==> src/gpe_pkg.sv <==
// Purpose: Shared constants for the general-purpose pin port with edge interrupts.
// Assumes: Registers are 16-bit words at word addresses on the internal I/O bus.
// Notes:   Each pair of registers covers pins 15..0 (low) and 31..16 (high).
package gpe_pkg;

    // Register word addresses.
    localparam logic [15:0] ADDR_DIR_LO   = 16'h1c06;
    localparam logic [15:0] ADDR_DIR_HI   = 16'h1c07;
    localparam logic [15:0] ADDR_IN_LO    = 16'h1c08;
    localparam logic [15:0] ADDR_IN_HI    = 16'h1c09;
    localparam logic [15:0] ADDR_OUT_LO   = 16'h1c0a;
    localparam logic [15:0] ADDR_OUT_HI   = 16'h1c0b;
    localparam logic [15:0] ADDR_EDGE_LO  = 16'h1c0c;
    localparam logic [15:0] ADDR_EDGE_HI  = 16'h1c0d;
    localparam logic [15:0] ADDR_IEN_LO   = 16'h1c0e;
    localparam logic [15:0] ADDR_IEN_HI   = 16'h1c0f;
    localparam logic [15:0] ADDR_FLAG_LO  = 16'h1c10;
    localparam logic [15:0] ADDR_FLAG_HI  = 16'h1c11;

    // Reset values of the writable registers and of the pull-down enables.
    localparam logic [31:0] RST_DIR       = 32'h0000_0000;
    localparam logic [31:0] RST_OUT       = 32'h0000_0000;
    localparam logic [31:0] RST_EDGE      = 32'h0000_0000;
    localparam logic [31:0] RST_IEN       = 32'h0000_0000;
    localparam logic [31:0] RST_FLAG      = 32'h0000_0000;
    localparam logic [31:0] RST_PD        = 32'hffff_ffff;

    // Timing counts in system clock cycles.
    localparam logic [1:0]  OUT_HOLD_CYC  = 2'h3;
    localparam int          DIN_LAT_CYC   = 5;
    localparam int          FLAG_LAT_CYC  = 7;
    localparam int          IRQ_LAT_CYC   = 8;
    localparam int          PIPE_DEPTH    = FLAG_LAT_CYC;

    // Field positions: bit 0 of a low register is pin 0, of a high one pin 16.
    localparam int          HALF_W        = 16;
    localparam int          PIN_CNT       = 32;

endpackage

==> src/gpe_port.sv <==
// Purpose: Pin port with per-pin direction, output data, edge-select interrupts.
// Assumes: One 200 MHz system clock; pins are asynchronous to it.
// Notes:   Direction bit 1 means output; edge-select bit 1 means rising edge.
`timescale 1ns/1ps

module gpe_port (
    input  wire logic        i_clk,
    input  wire logic        i_reset_n,
    input  wire logic [15:0] i_addr,
    input  wire logic        i_wr,
    input  wire logic        i_rd,
    input  wire logic [15:0] i_wdata,
    input  wire logic [31:0] i_pin_in,
    input  wire logic [31:0] i_pulldown_dis,
    output logic      [15:0] o_rdata,
    output logic             o_rvalid,
    output logic      [31:0] o_pin_out,
    output logic      [31:0] o_pin_oe,
    output logic      [31:0] o_pulldown_en,
    output logic             o_irq
);

    typedef struct packed {
        logic [31:0]       dir;
        logic [31:0]       dout;
        logic [31:0]       edge_sel;
        logic [31:0]       irq_en;
        logic [31:0]       flag;
        logic [31:0]       pin_out;
        logic [6:0][31:0]  pipe;
        logic [31:0][1:0]  hold;
        logic [31:0]       pd_en;
        logic              irq;
        logic [15:0]       rdata;
        logic              rvalid;
    } gpe_state_type;

    gpe_state_type st_r;
    gpe_state_type st_nxt;
    logic [31:0]   rise;
    logic [31:0]   fall;
    logic [31:0]   hit;
    logic [31:0]   clr;

    // Edge detection looks at the two oldest pipeline stages only.
    assign rise = st_r.pipe[5] & ~st_r.pipe[6];
    assign fall = ~st_r.pipe[5] & st_r.pipe[6];
    assign hit  = (st_r.edge_sel & rise) | (~st_r.edge_sel & fall);

    // Next-state logic for registers, pin pipeline, outputs and read data.
    always_comb begin
        st_nxt = st_r;
        clr    = 32'h0000_0000;
        // Stages 0 and 1 synchronise; the rest add latency toward the flags.
        st_nxt.pipe = {st_r.pipe[5:0], i_pin_in};
        if (i_wr) begin
            unique case (i_addr)
                gpe_pkg::ADDR_DIR_LO:  st_nxt.dir[15:0]       = i_wdata;
                gpe_pkg::ADDR_DIR_HI:  st_nxt.dir[31:16]      = i_wdata;
                gpe_pkg::ADDR_OUT_LO:  st_nxt.dout[15:0]      = i_wdata;
                gpe_pkg::ADDR_OUT_HI:  st_nxt.dout[31:16]     = i_wdata;
                gpe_pkg::ADDR_EDGE_LO: st_nxt.edge_sel[15:0]  = i_wdata;
                gpe_pkg::ADDR_EDGE_HI: st_nxt.edge_sel[31:16] = i_wdata;
                gpe_pkg::ADDR_IEN_LO:  st_nxt.irq_en[15:0]    = i_wdata;
                gpe_pkg::ADDR_IEN_HI:  st_nxt.irq_en[31:16]   = i_wdata;
                gpe_pkg::ADDR_FLAG_LO: clr[15:0]              = i_wdata;
                gpe_pkg::ADDR_FLAG_HI: clr[31:16]             = i_wdata;
                default: ;
            endcase
        end
        // A detected edge outranks a clear in the same cycle.
        st_nxt.flag = (st_r.flag & ~clr) | hit;
        // Interrupt follows the flags one cycle later, gated per pin.
        st_nxt.irq = |(st_r.flag & st_r.irq_en);
        st_nxt.pd_en = ~i_pulldown_dis;
        // Each pin output may only toggle after it has stood three cycles.
        for (int i = 0; i < gpe_pkg::PIN_CNT; i++) begin
            if (st_r.hold[i] != 2'h0) begin
                st_nxt.hold[i] = st_r.hold[i] - 2'h1;
            end else if (st_r.dout[i] != st_r.pin_out[i]) begin
                st_nxt.pin_out[i] = st_r.dout[i];
                st_nxt.hold[i]    = gpe_pkg::OUT_HOLD_CYC - 2'h1;
            end
        end
        // Read data is registered; unmapped addresses read as zero.
        st_nxt.rvalid = i_rd;
        st_nxt.rdata  = 16'h0000;
        if (i_rd) begin
            unique case (i_addr)
                gpe_pkg::ADDR_DIR_LO:  st_nxt.rdata = st_r.dir[15:0];
                gpe_pkg::ADDR_DIR_HI:  st_nxt.rdata = st_r.dir[31:16];
                gpe_pkg::ADDR_IN_LO:   st_nxt.rdata = st_r.pipe[4][15:0];
                gpe_pkg::ADDR_IN_HI:   st_nxt.rdata = st_r.pipe[4][31:16];
                gpe_pkg::ADDR_OUT_LO:  st_nxt.rdata = st_r.dout[15:0];
                gpe_pkg::ADDR_OUT_HI:  st_nxt.rdata = st_r.dout[31:16];
                gpe_pkg::ADDR_EDGE_LO: st_nxt.rdata = st_r.edge_sel[15:0];
                gpe_pkg::ADDR_EDGE_HI: st_nxt.rdata = st_r.edge_sel[31:16];
                gpe_pkg::ADDR_IEN_LO:  st_nxt.rdata = st_r.irq_en[15:0];
                gpe_pkg::ADDR_IEN_HI:  st_nxt.rdata = st_r.irq_en[31:16];
                gpe_pkg::ADDR_FLAG_LO: st_nxt.rdata = st_r.flag[15:0];
                gpe_pkg::ADDR_FLAG_HI: st_nxt.rdata = st_r.flag[31:16];
                default:               st_nxt.rdata = 16'h0000;
            endcase
        end
    end

    // State register; every field resets to a constant.
    always_ff @(posedge i_clk or negedge i_reset_n) begin
        if (!i_reset_n) begin
            st_r          <= '0;
            st_r.dir      <= gpe_pkg::RST_DIR;
            st_r.dout     <= gpe_pkg::RST_OUT;
            st_r.edge_sel <= gpe_pkg::RST_EDGE;
            st_r.irq_en   <= gpe_pkg::RST_IEN;
            st_r.flag     <= gpe_pkg::RST_FLAG;
            st_r.pin_out  <= gpe_pkg::RST_OUT;
            st_r.pd_en    <= gpe_pkg::RST_PD;
        end else begin
            st_r <= st_nxt;
        end
    end

    // Outputs come straight from the state register.
    assign o_rdata       = st_r.rdata;
    assign o_rvalid      = st_r.rvalid;
    assign o_pin_out     = st_r.pin_out;
    assign o_pin_oe      = st_r.dir;
    assign o_pulldown_en = st_r.pd_en;
    assign o_irq         = st_r.irq;

    // Helper counter so latency checks only start once the pipeline is full.
    logic [3:0] warm_r;
    always_ff @(posedge i_clk or negedge i_reset_n) begin
        if (!i_reset_n) begin
            warm_r <= 4'h0;
        end else if (warm_r != 4'hf) begin
            warm_r <= warm_r + 4'h1;
        end
    end
endmodule

==> config.mk <==
export PLATFORM = sky130hd
export DESIGN_NAME = gpe_port
export DESIGN_NICKNAME = d
export VERILOG_FILES = /design/src/gpe_pkg.sv /design/src/gpe_port.sv
export SDC_FILE = /design/constraint.sdc
export NUM_CORES = 1
export LEC_CHECK = 0
export ABC_AREA = 1
export BUFFER_PORTS_ARGS = -buffer_cell sky130_fd_sc_hd__clkbuf_2
export CAP_MARGIN = 5
export CORE_ASPECT_RATIO = 1.25
export CORE_MARGIN = 4
export CORE_UTILIZATION = 55
export DETAILED_ROUTE_END_ITERATION = 16
export PLACE_DENSITY = 0.75
export SLEW_MARGIN = 20
export SYNTH_ARGS = -nofsm -noshare
export SYNTH_HDL_FRONTEND = slang
export SYNTH_SLANG_ARGS = --single-unit
==> constraint.sdc <==
create_clock -name i_clk -period 1.2 [get_ports i_clk]
set_input_delay 0.24 -clock i_clk [delete_from_list [all_inputs] [get_ports i_clk]]
set_output_delay 0.24 -clock i_clk [all_outputs]
set_load 0.03 [all_outputs]
; After elaboration in Yosys (flattened, before gate mapping)
; Index checks and enable logic that the tools add are counted.
[op_classes]
reduce_logical = 105
div = 0
addsub = 32
eq_ne = 44
n_mul = 0
muxes = 69
shift = 0
magnitude_cmp = 0
n_bitwise = 45
[ops]
columns = op, n
row1 = bitwise AND 32 bit, 6
row2 = == test 16 x 13 -> 1 bit (second input constant), 12
row3 = one-hot mux 16 bit (12 select lines), 1
row4 = inverter 32 bit, 5
row5 = 2-to-1 mux 2 bit, 64
row6 = nonzero test 2 bit, 64
row7 = AND reduction 2 bit, 40
row8 = OR 32 bit, 2
row9 = subtractor 2 x 1 -> 2 bit (second input constant), 32
row10 = 2-to-1 mux 16 bit, 3
row11 = 2-to-1 mux 32 bit, 1
row12 = inequality test 1 bit, 32
row13 = inverter 1 bit, 32
row14 = OR reduction 32 bit, 1
[totals]
latchBits = 0
out_inout_bits = 114
reg_bits = 530
inputBits = 100
mem_bits_rw = 0
word_cells = 379
n_memories = 0
romBits = 0

; Logic depth before layout (Yosys ltp)
; Gate-level depths: netlist (run 1).
[logic_depth]
depth_word = 6
depth_mapped = 12
mapped_depth_nobuf = 10

; Worst setup path after synthesis (run 1)
; No wires, ideal clock.
[synth_timing]
path_kind = input to register
from = input port i_addr[7]
to = register st_r[391] in the netlist's numbering
setup_time_ns = 0.132
path_stages = 7
t_arrival_ns = 1.218
path_buffers = 1
path_slack_ns = -0.150
path_cell_list = nor2_4 -> nand2_1 -> nor2_4 -> nand2_1 -> buf_2 -> o21ai_1 -> o211ai_1
[synth_rtl]
columns = item, line_no
row1 = "start, declared", gpe_port.sv:9  ; input wire logic [15:0] i_addr,
row2 = "end signal, assigned", gpe_port.sv:119  ; st_r <= st_nxt;
row3 = "end, declared", gpe_port.sv:38  ; gpe_state_type st_r;

; Final worst setup path (run 1)
[layout_timing]
from = register st_r, in the netlist o_pin_oe[0]
to = output port o_pin_oe[0]
[layout_rtl]
columns = item, line_no
row1 = "end, declared", gpe_port.sv:18  ; output logic [31:0] o_pin_oe,
; No word-level cell between the ends.

==> flow_summary_export.csv, run 1 <==
group,metric,value,unit
synth,ys_warn_count,0,
timing,fin_hold_ws,0.0390,ns
drt,drc,0,
synth,yosys-top-cells-count,"498 x dfrtp_1, 436 x nand2_1, 208 x nand3_1",
floorplan,dieWidth,185,um
synth,synth_enable_flop_cells,0,
worst_hold_path,holdCritPathClass,"in -> reg",
timing,min_period,1.51,ns
outcome,violations,"setup timing",
timing,fmax,664,MHz
critical_path,cp_max_fo,2,
cells_and_area,fin_cells,2916,
synth,syn_area,21500,sq um
critical_path,critical_path_class,"reg -> out",
synth,synthCells,2028,
critical_path,max_stage_delay,0.41,ns
cells_and_area,drive_above_1_share,29.0,%
timing,slew_headroom,66.5,%
clock_tree,root_buffer,"clkbuf_16",
drt,vias_per_cell,5.49,
outcome,run_status,"complete, but fails checks",
floorplan,initial_core_util,56.0,%
cells_and_area,syn_to_final_growth,30.4,%
timing,setup_ws,-0.306,ns
synth,synthTopCellsByArea,"dfrtp_1 58%, nand2_1 7.6%, nand3_1 4.9%",
clock_tree,htreeDepth,2,
synth,synth_cell_types,26,
grt,grtUsageTotal,26.2,%
floorplan,dieHeight,229,um
timing,finalCritPeriodShare,125,%
cells_and_area,final_nets,2548,
drt,drt_wl_total,56500,um
power_and_ir_drop,power.density,1520,nW/um^2
synth,synth.most_common_cell,"dfrtp_1",
timing,slew_violations,0,
critical_path,path_cells,"buf_6 -> buf_8",
synth,yosys.area.top_type_share,58.1,%
drt,post_drt_wl_per_cell,19.4,um
critical_path,path_buf_inv,2,
grt,grt_pass1_vias,16396,
drt,drt_first_iter_violations,1468,
synth,async_flop_share,100,%
synth,ys_seq_elements,530,
clock_tree,numCtsBuffers,50,
clock_tree,clock-sinks,530,
drt,ant_nets,0,
critical_path,worstSetupStartpointType,"flop",
clock_tree,clk_pin_slew_worst_paths,0.07,ns
timing,finalHoldViolCount,0,
clock_tree,clockBufferDepth,3,
run,max_cap_viol_count,0,
floorplan,pin_count,214,
power_and_ir_drop,leakage,13.7,nW
grt,antenna_found_initial,0,
critical_path,crit_slowest_cell,"dfrtp_1",
placement,dp.cells,2685,
placement,place.detailed.hpwl,37100,um
synth,ys_seq_area_share,62.0,%
clock_tree,cts_tree,"yes",
critical_path,worst_ep_required_time,0.96,ns
grt,grt_max_degree,73,
synth,synth_area_leader_cell,"dfrtp_1",
floorplan,coreArea,38300,sq um
placement,place.port_buffers,213,
synth,syn_area_per_cell,10.6,sq um
critical_path,worstPathArrival,1.27,ns
synth,syn_nets,2192,
drt,dr.pass1.iters,6,
placement,gp_congestion,0.972,
power_and_ir_drop,vdd_ir_drop_max,1.32,mV
timing,rsz0062_at_grt,"yes",
drt,vias,16001,
synth,synth-main-ff-cell,"dfrtp_1",
critical_path,worst_setup_path_end_kind,"output pin",
timing,skew,0.0249,ns
timing,finalSetupViolCount,124,
cells_and_area,fin_util,73.0,%
critical_path,critical-path-top-delay-family,"flip-flops",
floorplan,die_area,42200,sq um
clock_tree,insertion_delay,0.59,ns
floorplan,row_count,80,
power_and_ir_drop,design_power_total,0.0425,W
grt,grt_pass1_wl,87500,um
grt,grt_overflow_total,0,
cells_and_area,antennaDiodeCount,0,
timing,worst_pin_slew,0.503,ns
==> metal layers <==
layer / part of all wire (%) / vias up / GRT usage, %
met4: 4.4 / 0 / 9.82
li1: - / 7207 / -
met5: 0 / - / 0
met1: 37 / 7912 / 33.4
met3: 6.9 / 165 / 4.39
met2: 52 / 717 / 45.0
==> cells by family after synthesis <==
family / after synthesis / share of synthesized area, %
simple gates: 798 / 16.7
xor+xnor: 32 / 1.31
fa+ha+maj: 64 / 3.73
mux: 32 / 1.68
flops: 530 / 62.0
buf+inv: 314 / 8.17
compound gates: 258 / 6.43
==> per-stage QoR <==
stage / area (sq um) / TNS [ns] / setup WS (ns)
5_1_grt: 28000 / -28.82 / -0.326
3_3_place_gp: 23300 / -65.10 / -0.463
3_5_place_dp: 23300 / -67.11 / -0.466
6_report: 28000 / -23.44 / -0.306
2_1_floorplan: 21700 / -9.27 / -0.0995
4_1_cts: 27100 / -26.38 / -0.340
==> worst min-delay path, cell delays in order <==
cell,delay [ns]
clkbuf_2,0.09
nand2_1,0.08
o21ai_0,0.08
o211ai_1,0.08
==> path summary, 6_finish.rpt <==
check | start | to | slack, ns | cells past startpoint
worst min-delay path | i_wdata[2] | st_r[372]$_DFF_PN0_ | 0.04 | 4
worst max register to register | st_r[393]$_DFF_PN0_ | o_irq$_DFF_PN0_ | -0.16 | 6
min in group asynchronous | i_reset_n | st_r[57]$_DFFE_PN0P_ | 0.08 | 2
worst max-delay path | o_pin_oe[0]$_DFFE_PN0P_ | o_pin_oe[0] | -0.31 | 2
max in group asynchronous | i_reset_n | o_pin_out[16]$_DFFE_PN0P_ | 0.37 | 4
worst min register to register | st_nxt[192]$_DFF_PN0_ | st_nxt[224]$_DFF_PN0_ | 0.32 | 0
==> flip-flops by register name, indices dropped and copies added (netlist names) <==
name           flops
st_r             224
o_pin_out         32
o_irq              1
o_pulldown_en     32
o_rdata           16
o_rvalid           1
st_nxt           192
o_pin_oe          32
==> cell type report <==
type	count	area [sq um]
clock inverters	21	211
fillers	2456	10400
flip-flops and latches	530	13300
inverters	138	518
well taps	492	616
clock buffers	71	1430
repair buffers	480	4970
multi-input cells	1184	6900
==> cells in the final DEF, fill, tap and decap left out, drive strengths merged <==
| cell | synthesis | layout |
|---|---|---|
| clkbuf | 7 | 170 |
| nor2 | 137 | 137 |
| inv | 138 | 139 |
| bufinv | 0 | 3 |
| a21oi | 32 | 32 |
| nand2 | 437 | 437 |
| xnor2 | 32 | 32 |
| o211ai | 32 | 32 |
| dlygate4sd3 | 0 | 65 |
| nand4 | 6 | 6 |
| a221oi | 2 | 2 |
| mux2 | 32 | 32 |
| clkinv | 0 | 15 |
| nor3 | 1 | 1 |
| buf | 169 | 316 |
| nand3 | 216 | 216 |
| dfstp | 32 | 32 |
| o21ai | 192 | 192 |
| nor4 | 1 | 1 |
| ha | 64 | 64 |
| clkinvlp | 0 | 2 |
| dfrtp | 498 | 498 |
==> repair_timing <==
item,4_1_cts,5_1_grt
setup endpoints to repair,117,154
gates cloned,0,1
setup buffers,59,26
resized for setup,254,252
pin swaps,10,46
hold endpoints to repair,479,0
hold buffers,65,0
==> report_power, final <==
| part | leakage [nW] | internal (W) | switching, W |
|---|---|---|---|
| sequential | 6.46 | 0.0195 | 0.000798 |
| clock | 0.815 | 0.00899 | 0.00677 |
| combinational | 6.41 | 0.00261 | 0.00379 |
No activity file was read; power rests on OpenSTA's default activity.
==> inputs of run 2 (changes only) <==
- RECOVER_POWER: unset -> 50
==> flow_summary_export.csv, run 2 (synthesis gave the netlist of run 1 again) <==
group,metric,value,unit
timing,skew,0.0278,ns
placement,place.port_buffers,213,
clock_tree,insertion_delay,0.59,ns
timing,rsz0062_at_grt,"yes",
cells_and_area,multi_input_comb_area,6900,sq um
cells_and_area,fin_area,27900,sq um
floorplan,dieHeight,229,um
cells_and_area,syn_to_final_growth,29.9,%
drt,vias_per_cell,5.48,
critical_path,worstSetupStartpointType,"flop",
timing,fin_hold_ws,0.0363,ns
placement,dp.cells,2685,
power_and_ir_drop,leakage,13.6,nW
cells_and_area,mostFrequentLayoutCells,"488 x dfrtp_1, 402 x nand2_1, 170 x nand3_1",
drt,dr.pass1.iters,5,
timing,finalSetupViolCount,125,
grt,antenna_found_initial,0,
clock_tree,clk_pin_slew_worst_paths,0.07,ns
critical_path,worstPathArrival,1.27,ns
timing,slew_violations,0,
cells_and_area,drive_above_1_share,28.8,%
floorplan,dieWidth,185,um
floorplan,die_area,42200,sq um
critical_path,cp_max_fo,2,
floorplan,coreArea,38300,sq um
placement,place_area,23300,sq um
drt,drt_first_iter_violations,1414,
cells_and_area,final_nets,2548,
critical_path,critical-path-top-delay-family,"flip-flops",
critical_path,crit_slowest_cell,"dfrtp_1",
timing,slew_headroom,29.2,%
floorplan,initial_core_util,56.0,%
worst_hold_path,holdCritPathClass,"in -> reg",
floorplan,row_count,80,
drt,vias,15976,
drt,post_drt_wl_per_cell,19.4,um
cells_and_area,fin_cells,2916,
clock_tree,clock-sinks,530,
clock_tree,clockBufferDepth,3,
critical_path,path_cells,"buf_6 -> buf_8",
timing,finalCritPeriodShare,126,%
clock_tree,cts_tree,"yes",
grt,grt_overflow_total,0,
clock_tree,numCtsBuffers,50,
outcome,violations,"setup timing",
timing,min_period,1.51,ns
timing,setup_ws,-0.308,ns
grt,grt_pass1_wl,87500,um
cells_and_area,antennaDiodeCount,0,
cells_and_area,layout.cells.most_common,"dfrtp_1",
grt,grt_max_degree,73,
cells_and_area,largest_reg_flops,224,
power_and_ir_drop,vdd_ir_drop_max,1.32,mV
cells_and_area,fill_cells,2472,
critical_path,worst_setup_path_end_kind,"output pin",
critical_path,max_stage_delay,0.41,ns
timing,worst_pin_slew,1.06,ns
outcome,run_status,"complete, but fails checks",
power_and_ir_drop,power.density,1520,nW/um^2
critical_path,worst_ep_required_time,0.96,ns
grt,grt_pass1_vias,16396,
critical_path,path_buf_inv,2,
grt,grtUsageTotal,26.2,%
floorplan,pin_count,214,
run,max_cap_viol_count,0,
drt,drc,0,
placement,gp_congestion,0.972,
cells_and_area,regMostFlops,"st_r",
timing,finalHoldViolCount,0,
drt,drt_wl_total,56500,um
placement,place.detailed.hpwl,37100,um
clock_tree,htreeDepth,2,
timing,fmax,663,MHz
clock_tree,root_buffer,"clkbuf_16",
critical_path,critical_path_class,"reg -> out",
placement,pre_cts_ws,-0.466,ns
drt,ant_nets,0,
cells_and_area,regArea,13300,sq um
run 2: cell count changes in the layout (fill, tap and decap cells not counted), sizes merged:
cell,delta
buf,-7
clkbuf,+7
run 2: tightest hold or removal path, cell delays in order:
cell      delay [ns]
clkbuf_2        0.09
nand2_1         0.08
o21ai_0         0.08
o211ai_1        0.08
run 2: metal layers:
layer | routed length, um | vias to the layer above | track usage (%)
met1 | 21100 | 7928 | 33.4
met4 | 2470 | 0 | 9.82
li1 | - | 7202 | -
met3 | 3740 | 157 | 4.39
met5 | 0 | - | 0
met2 | 29100 | 689 | 45.0
run 2: through the flow:
step / power [W] / TNS [ns] / util (%)
after floorplan: 0.0245 / -9.27 / -
after global placement: 0.0256 / -65.10 / 60.9
after detailed placement: 0.0264 / -67.11 / 60.9
after CTS: 0.0425 / -26.38 / 70.8
after global routing: 0.0446 / -33.08 / 72.7
final: 0.0424 / -23.79 / 72.7
run 2: area by class of cell:
type / count / area share, %
clock buffers: 71 / 5.13
repair buffers: 480 / 17.5
flip-flops and latches: 530 / 47.8
inverters: 138 / 1.86
well taps: 492 / 2.21
multi-input cells: 1184 / 24.8
clock inverters: 21 / 0.759
run 2: what timing repair did:
| item | in CTS | in global routing |
|---|---|---|
| hold buffers | 65 | 0 |
| pin swaps | 10 | 46 |
| resized for setup | 254 | 252 |
| endpoints found under the hold margin | 479 | 0 |
| gates cloned | 0 | 1 |
| setup endpoints to repair | 117 | 154 |
| buffers inserted | 59 | 26 |
run 2: path summary, 6_finish.rpt:
kind                                                 end                     from  slack [ns]  cells past startpoint
min in group asynchronous           st_r[57]$_DFFE_PN0P_                i_reset_n        0.06                      2
max in group asynchronous       o_pin_oe[15]$_DFFE_PN0P_                i_reset_n        0.02                      4
worst max-delay path                         o_pin_oe[0]  o_pin_oe[0]$_DFFE_PN0P_       -0.31                      2
worst max register to register           o_irq$_DFF_PN0_    st_r[404]$_DFFE_PN0P_       -0.16                      5
worst min-delay path                 st_r[372]$_DFF_PN0_               i_wdata[2]        0.04                      4
worst min register to register     st_nxt[224]$_DFF_PN0_    st_nxt[192]$_DFF_PN0_        0.32                      0
run 2: report_power, final:
group / internal [W] / switching, W / total (W) / leakage, nW
clock network: 0.00899 / 0.00680 / 0.0158 / 0.815
registers: 0.0195 / 0.000797 / 0.0203 / 6.46
logic: 0.00257 / 0.00379 / 0.00636 / 6.37
==> inputs of run 3 (changes only) <==
--- a/config.mk
+++ b/config.mk
@@ -7,3 +7,2 @@
 export LEC_CHECK = 0
-export ABC_AREA = 1
 export BUFFER_PORTS_ARGS = -buffer_cell sky130_fd_sc_hd__clkbuf_2
@@ -11,3 +10,2 @@
 export CORE_ASPECT_RATIO = 1.25
-export CORE_MARGIN = 4
 export CORE_UTILIZATION = 55
==> constraint.sdc (replaced) <==
create_clock -name i_clk -period 1.2 [get_ports i_clk]
set_input_delay 0.12 -clock i_clk [delete_from_list [all_inputs] [get_ports i_clk]]
set_output_delay 0.12 -clock i_clk [all_outputs]
set_load 0.03 [all_outputs]
==> flow_summary_export.csv, run 3 <==
group,metric,value,unit
synth,synth_cell_types,56,
synth,yosys-top-cells-count,"498 x dfrtp_1, 150 x mux2_2, 134 x nand2_1",
cells_and_area,layout.cells.most_common,"dfrtp_1",
floorplan,dieWidth,177,um
clock_tree,clockBufferDepth,3,
cells_and_area,largest_reg_flops,224,
grt,grt_pass1_wl,81500,um
critical_path,critical-path-top-delay-family,"simple AND/OR/NAND/NOR gates",
synth,synth_area_leader_cell,"dfrtp_1",
critical_path,worstSetupStartpointType,"flop",
placement,place.detailed.hpwl,32800,um
drt,dr.pass1.iters,5,
synth,synth_xor_area_share,1.33,%
timing,finalSetupViolCount,550,
drt,post_drt_wl_per_cell,21.3,um
synth,ys_seq_elements,530,
placement,dp.cells,2330,
critical_path,rrSetupSlack,-0.53,ns
critical_path,path_cells,"a22o_1 -> a221oi_2 -> nand3_1 -> or4_4",
critical_path,worstPathArrival,2.17,ns
outcome,violations,"setup timing",
cells_and_area,antennaDiodeCount,0,
grt,antenna_found_initial,0,
timing,slew_violations,0,
floorplan,dieHeight,221,um
synth,synth-simple-area-share,6.29,%
cells_and_area,fin_cells,2598,
synth,muxShareOfSynthArea,10.4,%
timing,skew,0.0214,ns
drt,vias_per_cell,5.51,
power_and_ir_drop,vdd_ir_drop_max,1.43,mV
grt,grt_overflow_total,0,
synth,ys_seq_area_share,63.3,%
synth,syn_area_per_cell,13.1,sq um
synth,synth_enable_flop_cells,0,
synth,synth-main-ff-cell,"dfrtp_1",
clock_tree,numCtsBuffers,49,
clock_tree,root_buffer,"clkbuf_16",
drt,drc,0,
drt,vias,14302,
drt,drt_wl_total,55400,um
synth,synth_top_family_by_area,"multiplexers",
clock_tree,clock-sinks,530,
synth,synth_compound_area_share,7.76,%
cells_and_area,final_nets,2237,
timing,setup_ws,-0.534,ns
clock_tree,clk_pin_slew_worst_paths,0.07,ns
synth,yosys.area.top_type_share,59.3,%
critical_path,cp_max_fo,2,
synth,synth_adder_area_share,3.81,%
outcome,run_status,"complete, but fails checks",
drt,drt_first_iter_violations,1052,
synth,syn_nets,1772,
floorplan,row_count,79,
floorplan,pin_count,214,
floorplan,initial_core_util,56.1,%
critical_path,critPathLaunch,"st_r[408]$_DFFE_PN0P_",
floorplan,coreArea,37500,sq um
power_and_ir_drop,leakage,13.6,nW
drt,ant_nets,0,
synth,synthCells,1608,
critical_path,r2r-start,"st_r[408]$_DFFE_PN0P_",
synth,synthTopCellsByArea,"dfrtp_1 59%, mux2_2 8.0%, buf_4 4.3%",
grt,grtUsageTotal,27.5,%
placement,gp_congestion,0.894,
critical_path,path_buf_inv,0,
timing,min_period,1.73,ns
critical_path,critical_path_class,"reg -> reg",
grt,grt_max_degree,86,
synth,ys_warn_count,0,
timing,finalHoldViolCount,0,
clock_tree,insertion_delay,0.57,ns
clock_tree,htreeDepth,2,
timing,finalCritPeriodShare,144,%
timing,slew_headroom,35.9,%
timing,fmax,577,MHz
synth,async_flop_share,100,%
critical_path,worst_ep_required_time,1.64,ns
critical_path,reg2regPathDepth,4,
timing,rsz0062_at_grt,"yes",
floorplan,die_area,39000,sq um
synth,syn_area,21000,sq um
critical_path,cp.depth,4,
cells_and_area,regMostFlops,"st_r",
timing,worst_pin_slew,0.962,ns
critical_path,worst_setup_path_end_kind,"flop",
power_and_ir_drop,power.density,1490,nW/um^2
critical_path,worstReg2RegEnd,"o_irq$_DFF_PN0_",
synth,synth.most_common_cell,"dfrtp_1",
clock_tree,cts_tree,"yes",
cells_and_area,drive_above_1_share,43.8,%
cells_and_area,mostFrequentLayoutCells,"493 x dfrtp_1, 212 x buf_4, 127 x nand2_1",
critical_path,crit_path_end,"o_irq$_DFF_PN0_",
critical_path,max_stage_delay,0.48,ns
placement,place.port_buffers,213,
grt,grt_pass1_vias,15006,
worst_hold_path,holdCritPathClass,"in -> reg",
critical_path,crit_slowest_cell,"or4_4",
cells_and_area,syn_to_final_growth,38.4,%
cells_and_area,fin_util,77.6,%
run,max_cap_viol_count,0,
## run 3: changes by cell type after synthesis, moves of 30 or more
cell and delta:
nand2_1 -302, nand3_1 -204, o21ai_0 -121, mux2_2 +118
a22oi_1 +46, inv_1 -41, o21ai_1 -37, mux2i_1 +32
o211ai_1 -31, a221o_1 +30
## run 3: layout make-up
cell class / instances / area (sq um)
Clock buffer: 72 / 1460
Clock inverter: 18 / 235
Fill cell: 2099 / 8380
Inverter: 97 / 364
Multi-Input combinational cell: 815 / 7300
Sequential cell: 530 / 13300
Tap cell: 486 / 608
Timing Repair Buffer: 580 / 5810
## run 3: report_power, final
group	internal, W	switching, W	total [W]
combinational	0.00272	0.00408	0.00680
sequential	0.0195	0.000835	0.0203
clock	0.00955	0.00662	0.0162
total	0.0318	0.0115	0.0433
## run 3: worst min-delay path by stage
| stage | from | to | slack, ns | cells past startpoint |
|---|---|---|---|---|
| floorplan | i_reset_n | o_irq$_DFF_PN0_ | -0.18 | 0 |
| global placement | i_reset_n | st_nxt[155]$_DFF_PN0_ | -0.05 | 1 |
| detailed placement | i_reset_n | st_nxt[155]$_DFF_PN0_ | -0.05 | 1 |
| CTS | i_wdata[12] | o_pin_oe[12]$_DFFE_PN0P_ | 0.005 | 2 |
| global route | i_wdata[10] | st_r[380]$_DFF_PN0_ | 0.02 | 3 |
| finish | i_wdata[3] | st_r[373]$_DFF_PN0_ | 0.05 | 3 |
## run 3: what timing repair did
item	4_1_cts	5_1_grt
endpoints found under the hold margin	622	0
pin swaps	39	31
cloned	6	5
gates resized for setup	355	255
setup buffers	81	26
hold buffers	73	0
endpoints found under the setup margin	269	297
## run 3: logic make-up (layout without fill, tap and decap cells)
kind of cell	after synthesis	after routing
simple gates	286	287
buf+inv	264	767
mux	194	194
flops	530	530
xor+xnor	32	32
compound gates	238	238
fa+ha+maj	64	64
## run 3: metrics by stage
step | cell area, sq um | worst slack, ns | total power [W] | TNS (ns) | hold slack, ns
after floorplan | 21200 | -0.620 | 0.0245 | -80.50 | -0.176
after global placement | 23500 | -0.701 | 0.0257 | -106.62 | -0.0469
after detailed placement | 23500 | -0.736 | 0.0265 | -112.80 | -0.0461
after CTS | 28200 | -0.436 | 0.0430 | -22.02 | 0.00533
after global routing | 29100 | -0.515 | 0.0454 | -125.80 | 0.0249
final | 29100 | -0.534 | 0.0433 | -54.55 | 0.0492
## run 3: metal layers
layer  part of all wire, %  vias up  track usage [%]
li1                      -     6317                -
met1                    39     7292             35.2
met2                    51      548             47.1
met3                   5.6      145             4.76
met4                   4.5        0             10.3
met5                     0        -                0
## run 3: worst register-to-register path, delay by kind of cell (launching register included)
| kind | cells | cell delay, ns |
|---|---|---|
| flops | 1 | 0.44 |
| simple gates | 2 | 0.67 |
| compound gates | 2 | 0.49 |
